[src/pkg/irq_vec_defs.svh]
// register offset, field positions, reset values and vector addresses of the priority unit
// assumes a 16-bit register address space and 16-bit vector addresses
`ifndef IRQ_VEC_DEFS_SVH
`define IRQ_VEC_DEFS_SVH
`define PRIO_REG_ADDR      16'h103c
`define PRIO_BOOT_BIT      7
`define PRIO_SPECIAL_MODE_BIT_BIT      6
`define PRIO_MDA_BIT       5
`define PRIO_VIS_BIT       4
`define PRIO_SEL_RESET     4'h6
`define PSEL_TOF           4'h0
`define PSEL_PAOV          4'h1
`define PSEL_PAEDGE        4'h2
`define PSEL_SPI           4'h3
`define PSEL_SCI           4'h4
`define PSEL_RSVD          4'h5
`define PSEL_EXT           4'h6
`define PSEL_RTI           4'h7
`define PSEL_IC1           4'h8
`define PSEL_OC1           4'hb
`define PSEL_IC4OC5        4'hf
`define VEC_SCI            16'hffd6
`define VEC_SPI            16'hffd8
`define VEC_PAEDGE         16'hffda
`define VEC_PAOV           16'hffdc
`define VEC_TOF            16'hffde
`define VEC_IC4OC5         16'hffe0
`define VEC_OC4            16'hffe2
`define VEC_IC3            16'hffea
`define VEC_RTI            16'hfff0
`define VEC_EXT            16'hfff2
`define VEC_NMI            16'hfff4
`define VEC_SWI            16'hfff6
`define VEC_ILLOP          16'hfff8
`define VEC_WDOG           16'hfffa
`define VEC_CLKMON         16'hfffc
`define VEC_RESET          16'hfffe
`endif

[src/pkg/irq_vec_pkg.sv]
// types shared by the priority unit and its bench
// assumes nothing beyond the defs header
package irq_vec_pkg;
  // maskable sources, index order equals fixed arbitration order
  typedef enum logic [3:0] {
    src_ext    = 4'h0,
    src_rti    = 4'h1,
    src_ic1    = 4'h2,
    src_ic2    = 4'h3,
    src_ic3    = 4'h4,
    src_oc1    = 4'h5,
    src_oc2    = 4'h6,
    src_oc3    = 4'h7,
    src_oc4    = 4'h8,
    src_ic4oc5 = 4'h9,
    src_tof    = 4'ha,
    src_paov   = 4'hb,
    src_paedge = 4'hc,
    src_spi    = 4'hd,
    src_sci    = 4'he
  } mask_src_t;

  typedef struct packed {
    logic rx_full;
    logic overrun;
    logic tx_empty;
    logic tx_done;
    logic idle;
  } sci_flags_t;

  typedef struct packed {
    logic rx_irq_enable;
    logic tx_empty_irq_enable;
    logic tx_done_irq_enable;
    logic idle_irq_enable;
  } sci_enables_t;

  typedef struct packed {
    logic        valid;
    logic        maskable;
    logic [15:0] addr;
  } vector_t;
endpackage

[src/hdl/interrupt_priority_vector_unit.sv]
// interrupt priority resolution, vector selection and the priority/misc control register
// assumes peripheral requests already qualified by their own local enables except sci,
// and mode pins stable around the release of reset
//
// Our own choice: the address-and-strobe port.
`include "irq_vec_defs.svh"
//
// control register layout, msb first:
//   7 bootstrap rom read, live only while the special mode bit is set
//   6 special mode bit, caught from the inverted mode-b pin after reset
//   5 mode-a bit, caught from the true mode-a pin after reset
//   4 read visibility control, meaning depends on the mode-a bit
//   3..0 priority select code, reset value 0110 (external pin first)
//
// values captured on the first clock edge after reset is released:
//   mode-b mode-a   boot special_mode_bit mda vis
//     1      0       0    0    0   0   single chip
//     1      1       0    0    1   0   expanded
//     0      0       1    1    0   0   bootstrap
//     0      1       0    1    1   1   special test
// the capture sits one edge late on purpose: the reset branch of the
// flip-flops may only load constants, so the pins are read synchronously.
// software must not touch the register before the second edge.
//
// request vector, index equals fixed maskable rank, 0 is served first:
//   0 external pin (active low), 1..13 peripheral requests, 14 serial system
// peripheral requests arrive already qualified by their local enables;
// the serial system is qualified here because its five flags share enables.
//
// arbitration per clock:
//   non-maskable chain first, in fixed order, then the promoted source if it
//   is pending and unmasked, then the lowest pending rank index.
// promotion changes the order only: the promoted source keeps its vector and
// stays behind the global mask, so a promoted but masked source is not served.
//
// every output is registered, so the vector follows its inputs by one clock.
// a write to the select code while the global mask is clear is dropped
// silently; there is no error flag because software has no way to read one
// in time, and the rule is that the mask is set before the code changes.
//
// the clock output toggles on each eclk enable pulse while enabled and is
// held low otherwise, so the pin never shows a stale high level.
//
module interrupt_priority_vector_unit #(
  parameter int ADDR_W = 16
) (
  input  wire logic                        clk,
  input  wire logic                        rst,
  input  wire logic                        mode_a_select_pin,
  input  wire logic                        mode_b_select_pin,
  input  wire logic [ADDR_W-1:0]           reg_addr,
  input  wire logic [7:0]                  reg_wdata,
  input  wire logic                        reg_wr,
  input  wire logic                        reg_rd,
  output logic      [7:0]                  reg_rdata,
  input  wire logic                        ccr_i_mask,
  input  wire logic                        ccr_x_mask,
  input  wire logic                        por_request,
  input  wire logic                        clock_monitor_fail,
  input  wire logic                        clock_monitor_enable,
  input  wire logic                        watchdog_fail,
  input  wire logic                        watchdog_disable,
  input  wire logic                        nonmaskable_request_pin_n,
  input  wire logic                        illegal_opcode,
  input  wire logic                        software_interrupt,
  input  wire logic                        ext_request_pin_n,
  input  wire logic [13:1]                 periph_request,
  input  irq_vec_pkg::sci_flags_t          sci_flags,
  input  irq_vec_pkg::sci_enables_t        sci_enables,
  input  wire logic                        sci_status_rd,
  input  wire logic                        sci_data_rd,
  input  wire logic                        internal_read,
  input  wire logic                        eclk_en,
  output irq_vec_pkg::vector_t             vector,
  output logic                             rx_full_clear,
  output logic                             read_visible,
  output logic                             eclk_out,
  output logic                             eclk_out_en
);
  initial begin
    if (ADDR_W < 16) $error("register address must be at least 16 bits");
  end

  // reset-capture state: rst_seen_q goes high on the first edge after release
  logic       rst_seen_q, rst_seen_d;
  logic       boot_q, boot_d;
  logic       special_mode_bit_q, special_mode_bit_d;
  logic       mda_q, mda_d;
  logic       vis_q, vis_d;
  logic [3:0] psel_q, psel_d;
  logic [7:0] rdata_q, rdata_d;
  logic       rx_armed_q, rx_armed_d;
  logic       rx_clr_q, rx_clr_d;
  irq_vec_pkg::vector_t vec_q, vec_d;
  logic       rdvis_q, rdvis_d;
  logic       eclk_q, eclk_d;
  logic       eclk_oe_q, eclk_oe_d;

  logic [7:0] prio_reg;
  logic       hit;
  logic [14:0] req;
  logic [14:0] grant_mask;
  logic        sci_req;
  logic [3:0]  promoted;

  assign hit = (reg_addr == ADDR_W'(`PRIO_REG_ADDR));
  assign prio_reg = {boot_q & special_mode_bit_q, special_mode_bit_q, mda_q, vis_q, psel_q};

  // serial system request, receive full and overrun share one enable
  assign sci_req = (sci_enables.rx_irq_enable & (sci_flags.rx_full | sci_flags.overrun))
                 | (sci_enables.tx_empty_irq_enable & sci_flags.tx_empty)
                 | (sci_enables.tx_done_irq_enable & sci_flags.tx_done)
                 | (sci_enables.idle_irq_enable & sci_flags.idle);

  assign req = {sci_req, periph_request, ~ext_request_pin_n};

  // maps select code to the rank index of the source it promotes
  always_comb begin
    case (psel_q)
      `PSEL_TOF:    promoted = irq_vec_pkg::src_tof;
      `PSEL_PAOV:   promoted = irq_vec_pkg::src_paov;
      `PSEL_PAEDGE: promoted = irq_vec_pkg::src_paedge;
      `PSEL_SPI:    promoted = irq_vec_pkg::src_spi;
      `PSEL_SCI:    promoted = irq_vec_pkg::src_sci;
      `PSEL_RSVD:   promoted = irq_vec_pkg::src_ext;
      `PSEL_EXT:    promoted = irq_vec_pkg::src_ext;
      `PSEL_RTI:    promoted = irq_vec_pkg::src_rti;
      default: begin
        if (psel_q >= `PSEL_OC1 && psel_q < `PSEL_IC4OC5)
          promoted = 4'(psel_q - `PSEL_OC1) + irq_vec_pkg::src_oc1;
        else if (psel_q == `PSEL_IC4OC5)
          promoted = irq_vec_pkg::src_ic4oc5;
        else
          promoted = 4'(psel_q - `PSEL_IC1) + irq_vec_pkg::src_ic1;
      end
    endcase
  end

  // fixed vector for a maskable rank index; promotion never alters it
  function automatic logic [15:0] mvec(input logic [3:0] idx);
    logic [15:0] v;
    v = `VEC_SCI;
    case (idx)
      irq_vec_pkg::src_ext:    v = `VEC_EXT;
      irq_vec_pkg::src_rti:    v = `VEC_RTI;
      irq_vec_pkg::src_ic1,
      irq_vec_pkg::src_ic2,
      irq_vec_pkg::src_ic3:    v = 16'(`VEC_RTI - {idx - 4'(irq_vec_pkg::src_ic1) + 4'h1, 1'b0});
      irq_vec_pkg::src_oc1,
      irq_vec_pkg::src_oc2,
      irq_vec_pkg::src_oc3,
      irq_vec_pkg::src_oc4:    v = 16'(`VEC_OC4 + {4'(irq_vec_pkg::src_oc4) - idx, 1'b0});
      irq_vec_pkg::src_ic4oc5: v = `VEC_IC4OC5;
      irq_vec_pkg::src_tof:    v = `VEC_TOF;
      irq_vec_pkg::src_paov:   v = `VEC_PAOV;
      irq_vec_pkg::src_paedge: v = `VEC_PAEDGE;
      irq_vec_pkg::src_spi:    v = `VEC_SPI;
      default:                 v = `VEC_SCI;
    endcase
    return v;
  endfunction

  // register and mode state
  always_comb begin
    rst_seen_d = 1'b1;
    boot_d     = boot_q;
    special_mode_bit_d     = special_mode_bit_q;
    mda_d      = mda_q;
    vis_d      = vis_q;
    psel_d     = psel_q;
    rdata_d    = 8'h00;
    if (!rst_seen_q) begin
      // mode pins caught on the first edge after release, not under async reset
      special_mode_bit_d = ~mode_b_select_pin;
      mda_d  = mode_a_select_pin;
      boot_d = ~mode_b_select_pin & ~mode_a_select_pin;
      vis_d  = ~mode_b_select_pin & mode_a_select_pin;
    end else if (reg_wr && hit) begin
      boot_d = special_mode_bit_q & reg_wdata[`PRIO_BOOT_BIT];
      if (special_mode_bit_q) begin
        // only special modes may change operating mode bits
        special_mode_bit_d = reg_wdata[`PRIO_SPECIAL_MODE_BIT_BIT];
        mda_d  = reg_wdata[`PRIO_MDA_BIT];
      end
      vis_d = reg_wdata[`PRIO_VIS_BIT];
      if (ccr_i_mask) psel_d = reg_wdata[3:0];
    end
    if (reg_rd && hit) rdata_d = prio_reg;
  end

  // arbitration and vector choice
  always_comb begin
    logic found;
    found      = 1'b0;
    vec_d      = '0;
    grant_mask = req & {15{~ccr_i_mask}};
    // non-maskable chain ahead of every maskable source
    if (por_request) begin
      vec_d = '{valid: 1'b1, maskable: 1'b0, addr: `VEC_RESET};
    end else if (clock_monitor_fail && clock_monitor_enable) begin
      vec_d = '{valid: 1'b1, maskable: 1'b0, addr: `VEC_CLKMON};
    end else if (watchdog_fail && !watchdog_disable) begin
      vec_d = '{valid: 1'b1, maskable: 1'b0, addr: `VEC_WDOG};
    end else if (!nonmaskable_request_pin_n && !ccr_x_mask) begin
      vec_d = '{valid: 1'b1, maskable: 1'b0, addr: `VEC_NMI};
    end else if (illegal_opcode) begin
      vec_d = '{valid: 1'b1, maskable: 1'b0, addr: `VEC_ILLOP};
    end else if (software_interrupt) begin
      vec_d = '{valid: 1'b1, maskable: 1'b0, addr: `VEC_SWI};
    end else if (grant_mask[promoted]) begin
      vec_d = '{valid: 1'b1, maskable: 1'b1, addr: mvec(promoted)};
    end else begin
      for (int i = 14; i >= 0; i--) begin
        if (grant_mask[i]) begin
          found = 1'b1;
          vec_d = '{valid: 1'b1, maskable: 1'b1, addr: mvec(4'(i))};
        end
      end
      if (!found) vec_d = '0;
    end
  end

  // receive-full release: status read with flag set, then a data read
  always_comb begin
    rx_armed_d = rx_armed_q;
    rx_clr_d   = 1'b0;
    if (sci_status_rd && sci_flags.rx_full) rx_armed_d = 1'b1;
    else if (sci_data_rd && rx_armed_q) begin
      rx_armed_d = 1'b0;
      rx_clr_d   = 1'b1;
    end
  end

  // pins: expanded modes show internal reads, the others gate the clock out
  always_comb begin
    rdvis_d   = mda_q & vis_q & internal_read;
    eclk_oe_d = ~mda_q & vis_q;
    eclk_d    = eclk_oe_d & (eclk_en ? ~eclk_q : eclk_q);
  end

  always_ff @(posedge clk or posedge rst) begin
    if (rst) begin
      rst_seen_q <= 1'b0;
      boot_q     <= 1'b0;
      special_mode_bit_q     <= 1'b0;
      mda_q      <= 1'b0;
      vis_q      <= 1'b0;
      psel_q     <= `PRIO_SEL_RESET;
      rdata_q    <= 8'h00;
      vec_q      <= '0;
      rx_armed_q <= 1'b0;
      rx_clr_q   <= 1'b0;
      rdvis_q    <= 1'b0;
      eclk_q     <= 1'b0;
      eclk_oe_q  <= 1'b0;
    end else begin
      rst_seen_q <= rst_seen_d;
      boot_q     <= boot_d;
      special_mode_bit_q     <= special_mode_bit_d;
      mda_q      <= mda_d;
      vis_q      <= vis_d;
      psel_q     <= psel_d;
      rdata_q    <= rdata_d;
      vec_q      <= vec_d;
      rx_armed_q <= rx_armed_d;
      rx_clr_q   <= rx_clr_d;
      rdvis_q    <= rdvis_d;
      eclk_q     <= eclk_d;
      eclk_oe_q  <= eclk_oe_d;
    end
  end

  assign reg_rdata     = rdata_q;
  assign vector        = vec_q;
  assign rx_full_clear = rx_clr_q;
  assign read_visible  = rdvis_q;
  assign eclk_out      = eclk_q;
  assign eclk_out_en   = eclk_oe_q;
endmodule

[config.mk]
export PLATFORM = sky130hd
export DESIGN_NAME = interrupt_priority_vector_unit
export DESIGN_NICKNAME = d
export VERILOG_FILES = /design/src/pkg/irq_vec_pkg.sv /design/src/hdl/interrupt_priority_vector_unit.sv
export VERILOG_INCLUDE_DIRS = /design/src /design/src/pkg
export SDC_FILE = /design/constraint.sdc
export NUM_CORES = 1
export LEC_CHECK = 0
export ABC_AREA = 1
export BUFFER_PORTS_ARGS = -buffer_cell sky130_fd_sc_hd__buf_2
export CAP_MARGIN = 20
export CORE_MARGIN = 2
export CORE_UTILIZATION = 35
export DETAILED_ROUTE_END_ITERATION = 7
export PLACE_DENSITY = 0.66
export SKIP_LAST_GASP = 1
export SLEW_MARGIN = 20
export SYNTH_ARGS = -nofsm -noshare
export SYNTH_HDL_FRONTEND = slang
export SYNTH_SLANG_ARGS = --single-unit
[constraint.sdc]
create_clock -name clk -period 2.7 [get_ports clk]
set_input_delay 0 -clock clk [delete_from_list [all_inputs] [get_ports clk]]
set_output_delay 0 -clock clk [all_outputs]
set_load 0.01 [all_outputs]
==> metrics, run 1 <==
CP arrival=2.86 ns; mux share of post-synthesis cell area=0.01895; grt ovf=0; CTS tree=yes; synth cell count leaders=122 x nand2_1, 45 x inv_1, 41 x nor2_1; Placement Rows=30; initial drt markers=94; CP startpoint=psel_q[1]; reg2reg path depth=19; period utilization=1.001; PortBufs=95; NetSw=0.2766 mW; RSZ-0062 raised after global routing=yes; Sw Share=0.2666; Sink Count=30; Final Util=0.5219; syn nets=435; largest family of logic cells by synthesized area=simple AND/OR/NAND/NOR gates; Synth area leader=dfrtp_1; Chip Height=86.42 µm; min Tclk post-route=2.701 ns; CTS root buf=clkbuf_8; Max Clk Rate=0.3702 GHz; Final Hold Viols=0; hold_ws=0.02442 ns; P_leak=1.900 nW; routed vias/inst=4.599; First-pass DRT Iterations=4; outcome=finished, violations left; final cell count without fillers=576; CP Class=reg2reg; Slew Limit Fails=0; Avg Inst Size Synth=6.622 µm²; clk slew on worst S/H paths=0.07 ns; xor/xnor share of the synthesized area=0.01474; Final Skew=0.002974 ns; post-DP HPWL=4.732 mm; initial antenna violation count=0; number of synthesized flops with an enable pin=0; worst slew pin tran=0.7503 ns; CTS Buf Count=5; DRC violations left=0; Syn Inst Count=359; placer congestion estimate=0.8441; Starting Density=0.3558; top post-synthesis cells by area=dfrtp_1 29%, nand2_1 19%, inv_1 7.1%; Ports=97; failing checks=setup timing; post-synthesis adder-cell area fraction=0.04737; Synth warnings=0; Final setup violation count=1; DR vias=2649; Worst Hold Class=in2reg; WL per Instance=10.84 µm; dpl cell area=0.003062 mm²; chip width=86.42 µm; Layout area overhead=46.68%; Fillers=651; VDD IR-drop max=0.0001599 V; Post-Syn Area=0.002377 mm²; R2R Path Start=psel_q[1]; final WL=6.243 mm; # placed instances=546; Setup WS pre-CTS=-0.1098 ns; Simple-Gate Fraction of Synth Area=0.4074; Clock Path Buffers=2; share of the synthesized area in the top cell type=0.2947; most frequent cell after synthesis=nand2_1; Comb pwr share=0.185; post-route setup slack=-0.001450 ns; Routed Antenna Nets=0; global-route wire length before repair=10.18 mm; H-tree depth=2; main flop type after synthesis=dfrtp_1; Clock power frac=0.361; nets=571; Tot GR Track Use=0.1663; CP required=2.86 ns; Synth cell types=38; Sequential Power Share=0.454; core region area=0.006681 mm²; Worst Path Max Fanout=5; Power Dens Cells=297.6 mW/mm²; largest net degree at the start of global routing=22; Int Pwr=0.7612 mW; Seq/Total Area, Yosys=0.3168; end of the critical path=vector[4]; layout cells sized above 1=0.3710; Finished Cell Area=0.003487 mm²; Yosys reg bits=30; Max Cap Violations=0; Compound-Gate Fraction of Synth Area=0.07158; vias in the first global route=2399; R2R Path End=vector[4]; Slew headroom=0.4993; async set-reset flop share out of synthesis=1.000; R2R setup slack=-0.001 ns; antenna cells=0; critical path endpoint category=register; CP Launch Type=register; Worst-Skew Late Latency=0.27 ns; Die Area=0.007468 mm²
==> critical path: stages (launching register included) <==
cell and delay (ns):
dfstp_2 0.61, inv_4 0.07, ha_4 0.18, nand2_4 0.08
nand2_4 0.06, a21oi_4 0.19, nand4_4 0.12, nand2_4 0.11
inv_4 0.04, ha_4 0.15, nor2_4 0.09, inv_2 0.05
o21ai_2 0.11, nand2_2 0.11, buf_4 0.15, buf_4 0.13
nand2_1 0.06, nand4_1 0.09, a21oi_2 0.13, nand2_1 0.06
==> state kept, by name (all words and copies together), names as in the netlist <==
signal and cells:
special_mode_bit_q 1, vector 8, eclk_out 1, reg_rdata 8, vis_q 1, mda_q 1, boot_q 1, read_visible 1
psel_q 4, eclk_out_en 1, rx_full_clear 1, rst_seen_q 1, rx_armed_q 1
==> logic make-up (layout without fill, tap and decap cells) <==
kind of cell             Yosys count  after routing
AO/OA/AOI/OAI                     29             29
XOR/XNOR                           4              4
adder cells (fa/ha/maj)            9              9
buffers and inverters             64            201
flip-flops                        30             30
multiplexers                       4              4
other                              2              2
AND/OR/NAND/NOR                  217            217
==> area by class of cell <==
cell class	count	area, µm²	share of cell area
Inverter	52	200.2	0.05741
Tap cell	80	100.1	0.02870
Clock inverter	2	12.51	0.003588
Clock buffer	6	82.58	0.02368
Multi-Input combinational cell	265	1485	0.4259
Timing Repair Buffer	141	853.3	0.2447
Sequential cell	30	753.2	0.2160
==> routing by layer <==
metal / track usage / routed length, µm
met1: 0.1998 / 2768
met5: 0 / 0
met4: 0.05256 / 89
met2: 0.3042 / 3074
met3: 0.02381 / 312
==> power by group through the flow <==
stage	clock network, mW	logic [mW]	registers (mW)
after floorplan	0	0.0972	0.483
after global placement	0	0.174	0.480
after detailed placement	0	0.176	0.480
after CTS	0.384	0.193	0.471
after global routing	0.405	0.222	0.473
final	0.374	0.192	0.471
==> placed cells by master (no fill, tap or decap), drive strengths merged, types with 8 or more instances in the layout <==
master,count
ha,9
dlygate4sd3,13
o21ai,18
buf,128
nand2,130
dfrtp,28
nand3,26
inv,50
nand4,8
nor2,44
==> stage by stage <==
stage / TNS [ns] / total power [mW]
2_1_floorplan: 0 / 0.5805
3_5_place_dp: -0.2671 / 0.6558
6_report: -0.001450 / 1.038
5_1_grt: -0.9189 / 1.100
3_3_place_gp: -0.05547 / 0.6536
4_1_cts: 0 / 1.049
==> what timing repair did <==
item	CTS	global route
hold buffers	13	0
resized for setup	21	13
pin swaps	12	8
setup endpoints to repair	4	5
endpoints found under the hold margin	31	0
buffers inserted	6	3
==> how the worst min path moves through the flow <==
stage / startpoint / to / cells past startpoint
2_1_floorplan: rst / boot_q / 1
3_3_place_gp: rst / eclk_out_en / 2
3_5_place_dp: rst / reg_rdata[5] / 2
4_1_cts: clock_monitor_enable / vector[1] / 4
5_1_grt: sci_status_rd / rx_full_clear / 3
6_report: sci_status_rd / rx_full_clear / 3
Power figures use the tool's default switching activity.
==> run 2, diff against run 1 <==
==> constraint.sdc (replaced) <==
create_clock -name clk -period 2.7 [get_ports clk]
set_input_delay 0.405 -clock clk [delete_from_list [all_inputs] [get_ports clk]]
set_output_delay 0.405 -clock clk [all_outputs]
set_load 0.01 [all_outputs]
==> metrics, run 2 (synthesis results as in run 1) <==
CTS tree=yes; antenna cells=0 (unchanged); # hold bufs at CTS=0 (-13); grt ovf=0 (unchanged); VDD IR-drop max=0.0001629 V (+1.9%); routed vias/inst=4.603 (about the same); Clock Path Buffers=2 (unchanged); vias in the first global route=2422 (+0.96%); DRC violations left=0 (unchanged); CTS root buf=clkbuf_8; Layout area overhead=40.89%; largest net degree at the start of global routing=23 (+4.5%); Final Skew=0.004936 ns (+0.001962 ns); initial drt markers=74 (-21%); Power Dens Cells=303.4 mW/mm² (+1.9%); P_leak=1.858 nW (-2.2%); CP required=2.86 ns (about the same); placer congestion estimate=0.8460 (+0.23%); Routed Antenna Nets=0 (unchanged); Starting Density=0.3558 (unchanged); global-route wire length before repair=9.984 mm (-1.9%); Setup WS pre-CTS=-0.1193 ns (-0.009427 ns); Max Clk Rate=0.3622 GHz (-2.1%); Placement Rows=30 (unchanged); R2R Path Start=psel_q[1]; Register Area=753.2 µm² (unchanged); Multi-input gate area=0.001448 mm² (-2.5%); nets=562 (-1.6%); post-route setup slack=-0.06054 ns (-0.05909 ns); CTS Buf Count=5 (unchanged); # placed instances=548 (+0.37%); clk slew on worst S/H paths=0.07 ns (about the same); First-pass DRT Iterations=4 (unchanged); post-DP HPWL=4.639 mm (-2.0%); DR vias=2610 (-1.5%); period utilization=1.022 (+0.02188); WL per Instance=10.69 µm (-1.3%); core region area=0.006681 mm² (unchanged); R2R Path End=vector[1]; outcome=finished, violations left; R2R setup slack=-0.06 ns (-0.06 ns); final cell count without fillers=567 (-1.6%); Worst Path Max Fanout=6 (+1); Max Cap Violations=0 (unchanged); Ports=97 (unchanged); CP Class=reg2reg; reg2reg path depth=22 (+3); Slew Limit Fails=0 (unchanged); Sink Count=30 (unchanged); layout cells sized above 1=0.3778 (+0.006856); CP Launch Type=register; Slew headroom=0.4624 (-0.03687); hold_ws=0.2753 ns (+0.2508 ns); most common cell after layout, fill and taps aside=nand2_1; most frequent cells in the layout=118 x nand2_1, 95 x buf_2, 42 x inv_1; Worst Hold Class=in2async; Die Area=0.007468 mm² (unchanged); Final Hold Viols=0 (unchanged); chip width=86.42 µm (unchanged); Tot GR Track Use=0.1642 (-0.002125); final WL=6.063 mm (-2.9%); RSZ-0062 raised after global routing=yes; H-tree depth=2 (unchanged); critical path endpoint category=register; failing checks=setup timing; Chip Height=86.42 µm (unchanged); Fillers=677 (+4.0%); Final setup violation count=4 (+3); initial antenna violation count=0 (unchanged); worst slew pin tran=0.8055 ns (+0.05525 ns); PortBufs=95 (unchanged); Worst-Skew Late Latency=0.27 ns (about the same); min Tclk post-route=2.761 ns (+0.05909 ns); CP arrival=2.93 ns (+0.07 ns)
run 2: changes by cell type in the layout (fill, tap and decap cells not counted), moves of 2 or more:
cell / delta
buf_4: +4
dlygate4sd3_1: -13
ha_4: -2
o21ai_0: +2
o21ai_1: -2
run 2: layout make-up:
class / count / area share
multi-input cells: 265 / 0.4322
flip-flops and latches: 30 / 0.2249
repair buffers: 132 / 0.2249
inverters: 52 / 0.05977
well taps: 80 / 0.02988
clock buffers: 6 / 0.02465
clock inverters: 2 / 0.003736
run 2: timing repair:
item                       4_1_cts  5_1_grt
resized for setup               15        9
setup buffers                   10        1
pin swaps                       12       10
setup endpoints to repair        4        5
run 2: critical path, stage by stage, from the launching register on:
cell     delay (ns)
dfstp_2        0.60
inv_4          0.07
ha_4           0.18
nand2_4        0.08
nand2_4        0.06
a21oi_4        0.20
nand2_4        0.10
nand3_4        0.09
nand2_4        0.07
ha_2           0.21
buf_4          0.14
nand2_1        0.10
nand2_2        0.11
nor2_1         0.11
nor2_1         0.05
nor2_1         0.09
nand3_1        0.09
nand2_1        0.07
nand2_1        0.04
nand2_1        0.05
nand2_1        0.04
nand2_1        0.05
nand2_1        0.04
run 2: how the worst max path moves through the flow:
stage | start | slack, ns | end | cells past startpoint
after floorplan | psel_q[1] | 0.02 | vector[1] | 24
after global placement | psel_q[1] | -0.04 | vector[2] | 23
after detailed placement | psel_q[1] | -0.12 | vector[1] | 23
after CTS | psel_q[1] | -0.005 | vector[1] | 23
after global routing | psel_q[1] | -0.28 | vector[2] | 23
final | psel_q[1] | -0.06 | vector[1] | 22
run 2: through the flow:
step,power [mW],TNS [ns],utilization,instance area [µm²]
3_5_place_dp,0.6563,-0.3386,0.4605,3077
4_1_cts,1.030,-0.005268,0.4963,3316
5_1_grt,1.082,-1.053,0.5013,3349
6_report,1.016,-0.1629,0.5013,3349
2_1_floorplan,0.5805,0,-,2396
3_3_place_gp,0.6549,-0.06963,0.4605,3077
run 2: layer usage:
metal	routed length (µm)	up-vias	share of wire	GRT usage
met5	0	-	0	0
met4	93	0	0.015	0.05114
met3	381	10	0.063	0.02667
met2	2989	82	0.49	0.2993
met1	2597	1151	0.43	0.1963
li1	-	1367	-	-
run 2: where the power goes:
part	leakage (nW)	internal, mW	total [mW]	switching [mW]
clock network	0.0472	0.204	0.369	0.165
registers	0.368	0.465	0.471	0.00654
logic	1.44	0.0791	0.176	0.0966
total	1.86	0.748	1.02	0.268
==> run 3, diff against run 2 <==
--- a/config.mk
+++ b/config.mk
@@ -6,14 +6,11 @@
 export SDC_FILE = /design/constraint.sdc
 export NUM_CORES = 1
 export LEC_CHECK = 0
-export ABC_AREA = 1
 export BUFFER_PORTS_ARGS = -buffer_cell sky130_fd_sc_hd__buf_2
 export CAP_MARGIN = 20
 export CORE_MARGIN = 2
 export CORE_UTILIZATION = 35
 export DETAILED_ROUTE_END_ITERATION = 7
-export PLACE_DENSITY = 0.66
-export SKIP_LAST_GASP = 1
 export SLEW_MARGIN = 20
 export SYNTH_ARGS = -nofsm -noshare
 export SYNTH_HDL_FRONTEND = slang
==> metrics, run 3 <==
Comb pwr share=0.160 (-0.013); initial drt markers=103 (+39%); most common cell after layout, fill and taps aside=buf_2; DRC violations left=0 (unchanged); Met1 Routed Length=2.839 mm (+9.3%); dpl cell area=0.003079 mm² (about the same); Seq/Total Area, Yosys=0.3380 (+0.02117); Syn Inst Count=265 (-26%); Avg Inst Size Synth=8.409 µm² (+27%); Sw Share=0.2589 (-0.004614); post-DP HPWL=5.225 mm (+13%); Final setup violation count=5 (+1); number of synthesized flops with an enable pin=0 (unchanged); initial antenna violation count=0 (unchanged); Met3 Wirelength=385 µm (+1.0%); CP delay by family, top=compound AO/OA/AOI/OAI gates; most used cell, CP=inv_4; Yosys reg bits=30 (unchanged); async set-reset flop share out of synthesis=1.000 (unchanged); # hold bufs at CTS=0 (unchanged); final WL=6.565 mm (+8.3%); Post-Syn Area=0.002228 mm² (-6.3%); Layout area overhead=49.41%; vias in the first global route=2395 (-1.1%); VDD IR-drop max=0.0002216 V (+36%); grt ovf=0 (unchanged); period utilization=1.104 (+0.08191); NetSw=0.2616 mW (-2.3%); min Tclk post-route=2.982 ns (+0.2212 ns); WL per Instance=13.62 µm (+27%); chip width=83.79 µm (-3.0%); layout cells sized above 1=0.4667 (+0.08884); failing checks=setup timing; placer congestion estimate=0.8937 (+5.6%); share of the synthesized area in the top cell type=0.3144 (+0.01969); Worst-Skew Late Latency=0.28 ns (about the same); Synth cell types=56 (+47%); Sequential Power Share=0.467 (+0.003); Placement Rows=29 (-3.3%); Finished Cell Area=0.003329 mm² (-0.60%); Setup WS pre-CTS=-0.2090 ns (-0.08973 ns); core region area=0.006241 mm² (-6.6%); CP Launch Type=register; Final Hold Viols=0 (unchanged); RSZ-0062 raised after global routing=yes; most frequent cells in the layout=95 x buf_2, 51 x buf_4, 27 x dfrtp_1; outcome=finished, violations left; WP buf/inv=4 (+2); First-pass DRT Iterations=4 (unchanged); Worst Path Max Fanout=7 (+1); nets=480 (-15%); met2 wire len=3.288 mm (+10%); DR vias=2477 (-5.1%); CTS Buf Count=5 (unchanged); top post-synthesis cells by area=dfrtp_1 31%, ha_1 5.1%, nor2_1 4.5%; Power Dens Cells=303.5 mW/mm² (about the same); Fillers=606 (-10%); clk slew on worst S/H paths=0.07 ns (about the same); Max Clk Rate=0.3354 GHz (-7.4%); largest net degree at the start of global routing=31 (+35%); PortBufs=95 (unchanged); post-route setup slack=-0.2817 ns (-0.2212 ns); Final Skew=0.004972 ns (+0.00003634 ns); CTS tree=yes; Multi-input gate area=0.001438 mm² (-0.69%); Chip Height=83.79 µm (-3.0%); Max Cap Violations=0 (unchanged); max incr delay on CP=0.57 ns (-0.03 ns); CTS root buf=clkbuf_8; critical path endpoint category=register; syn nets=341 (-22%); Worst Hold Class=in2async; Total Power=1.010 mW (-0.56%); CP required=2.85 ns (about the same); routed vias/inst=5.139 (+12%); Slew Limit Fails=0 (unchanged); P_leak=1.593 nW (-14%); most frequent cell after synthesis=dfrtp_1; Tot GR Track Use=0.1880 (+0.02380); Sink Count=30 (unchanged); CP Class=reg2reg; Die Area=0.007021 mm² (-6.0%); Synth area leader=dfrtp_1; synth cell count leaders=28 x dfrtp_1, 27 x nor2_1, 21 x nand2_1; global-route wire length before repair=10.83 mm (+8.5%); Clock Path Buffers=2 (unchanged); # placed instances=464 (-15%); Top Metal Used=met4; Routed Antenna Nets=0 (unchanged); Ports=97 (unchanged); main flop type after synthesis=dfrtp_1; Int Pwr=0.7489 mW (about the same); final cell count without fillers=482 (-15%); CP max stage cell=dfstp_2; Starting Density=0.3571 (+0.001252); Clock power frac=0.372 (+0.009); crit-path cells=inv_4, ha_4, nor4_4, buf_4, nor2_2, o22ai_4, inv_4, buf_6, a2111o_1, a32oi_4, mux2i_1, nand3b_1; CP arrival=3.13 ns (+0.20 ns); antenna cells=0 (unchanged); Synth warnings=0 (unchanged); H-tree depth=2 (unchanged); Register Area=754.5 µm² (+0.17%)
-- run 3: logic make-up after synthesis --
kind of cell | after synthesis | synth area share
buffers and inverters | 32 | 0.07243
xor gates and xnor gates | 1 | 0.003931
adders and majority gates | 9 | 0.05053
other | 2 | 0.003370
and+or+nand+nor | 102 | 0.2347
AOI/OAI and AO/OA | 81 | 0.2589
muxes | 8 | 0.03818
DFF | 30 | 0.3380
-- run 3: layout make-up --
type | instances | area share
clock inverters | 2 | 0.003758
multi-input cells | 203 | 0.4318
repair buffers | 148 | 0.2646
flip-flops and latches | 30 | 0.2266
clock buffers | 6 | 0.02480
well taps | 77 | 0.02894
inverters | 16 | 0.01954
-- run 3: final timing paths --
check	startpoint	to	slack, ns	depth (start not counted)
max in group asynchronous	rst	psel_q[2]	2.21	3
worst min register to register	mda_q	eclk_out_en	0.49	1
worst max-delay path	psel_q[1]	vector[3]	-0.28	12
worst min-delay path	rst	vector[14]	0.18	3
worst max register to register	psel_q[1]	vector[3]	-0.28	12
min in group clk	sci_data_rd	rx_armed_q	0.32	2
-- run 3: stage by stage --
stage	hold WS, ns	util	setup TNS (ns)
global route	0.2197	0.5335	-2.040
detailed placement	0.4779	0.4934	-0.7467
CTS	0.1971	0.5257	-0.8378
finish	0.1850	0.5335	-1.167
global placement	0.4753	0.4934	-0.3934
floorplan	0.4385	-	-0.1082
-- run 3: routing by layer --
metal  global-route usage  vias up
li1                     -     1240
met3              0.04451        6
met5                    0        -
met1               0.2279     1143
met2               0.3338       88
met4              0.04839        0
-- run 3: power groups by stage --
stage,registers (mW),clock network (mW),logic (mW)
finish,0.472,0.376,0.162
floorplan,0.484,0,0.0717
global route,0.474,0.409,0.179
CTS,0.472,0.386,0.160
detailed placement,0.481,0,0.160
global placement,0.480,0,0.159
-- run 3: worst register-to-register path, delay by kind of cell, from the launching register on --
family | cells | cell delay [ns]
AO/OA/AOI/OAI | 3 | 0.95
AND/OR/NAND/NOR | 3 | 0.49
adder cells (fa/ha/maj) | 1 | 0.17
flip-flops | 1 | 0.57
multiplexers | 1 | 0.23
buffers and inverters | 4 | 0.43
-- run 3: repair_timing --
item	in CTS	in global routing
pin swaps	7	6
endpoints found under the setup margin	5	5
resized for setup	8	9
buffers inserted	9	1
hold endpoints to repair	0	0
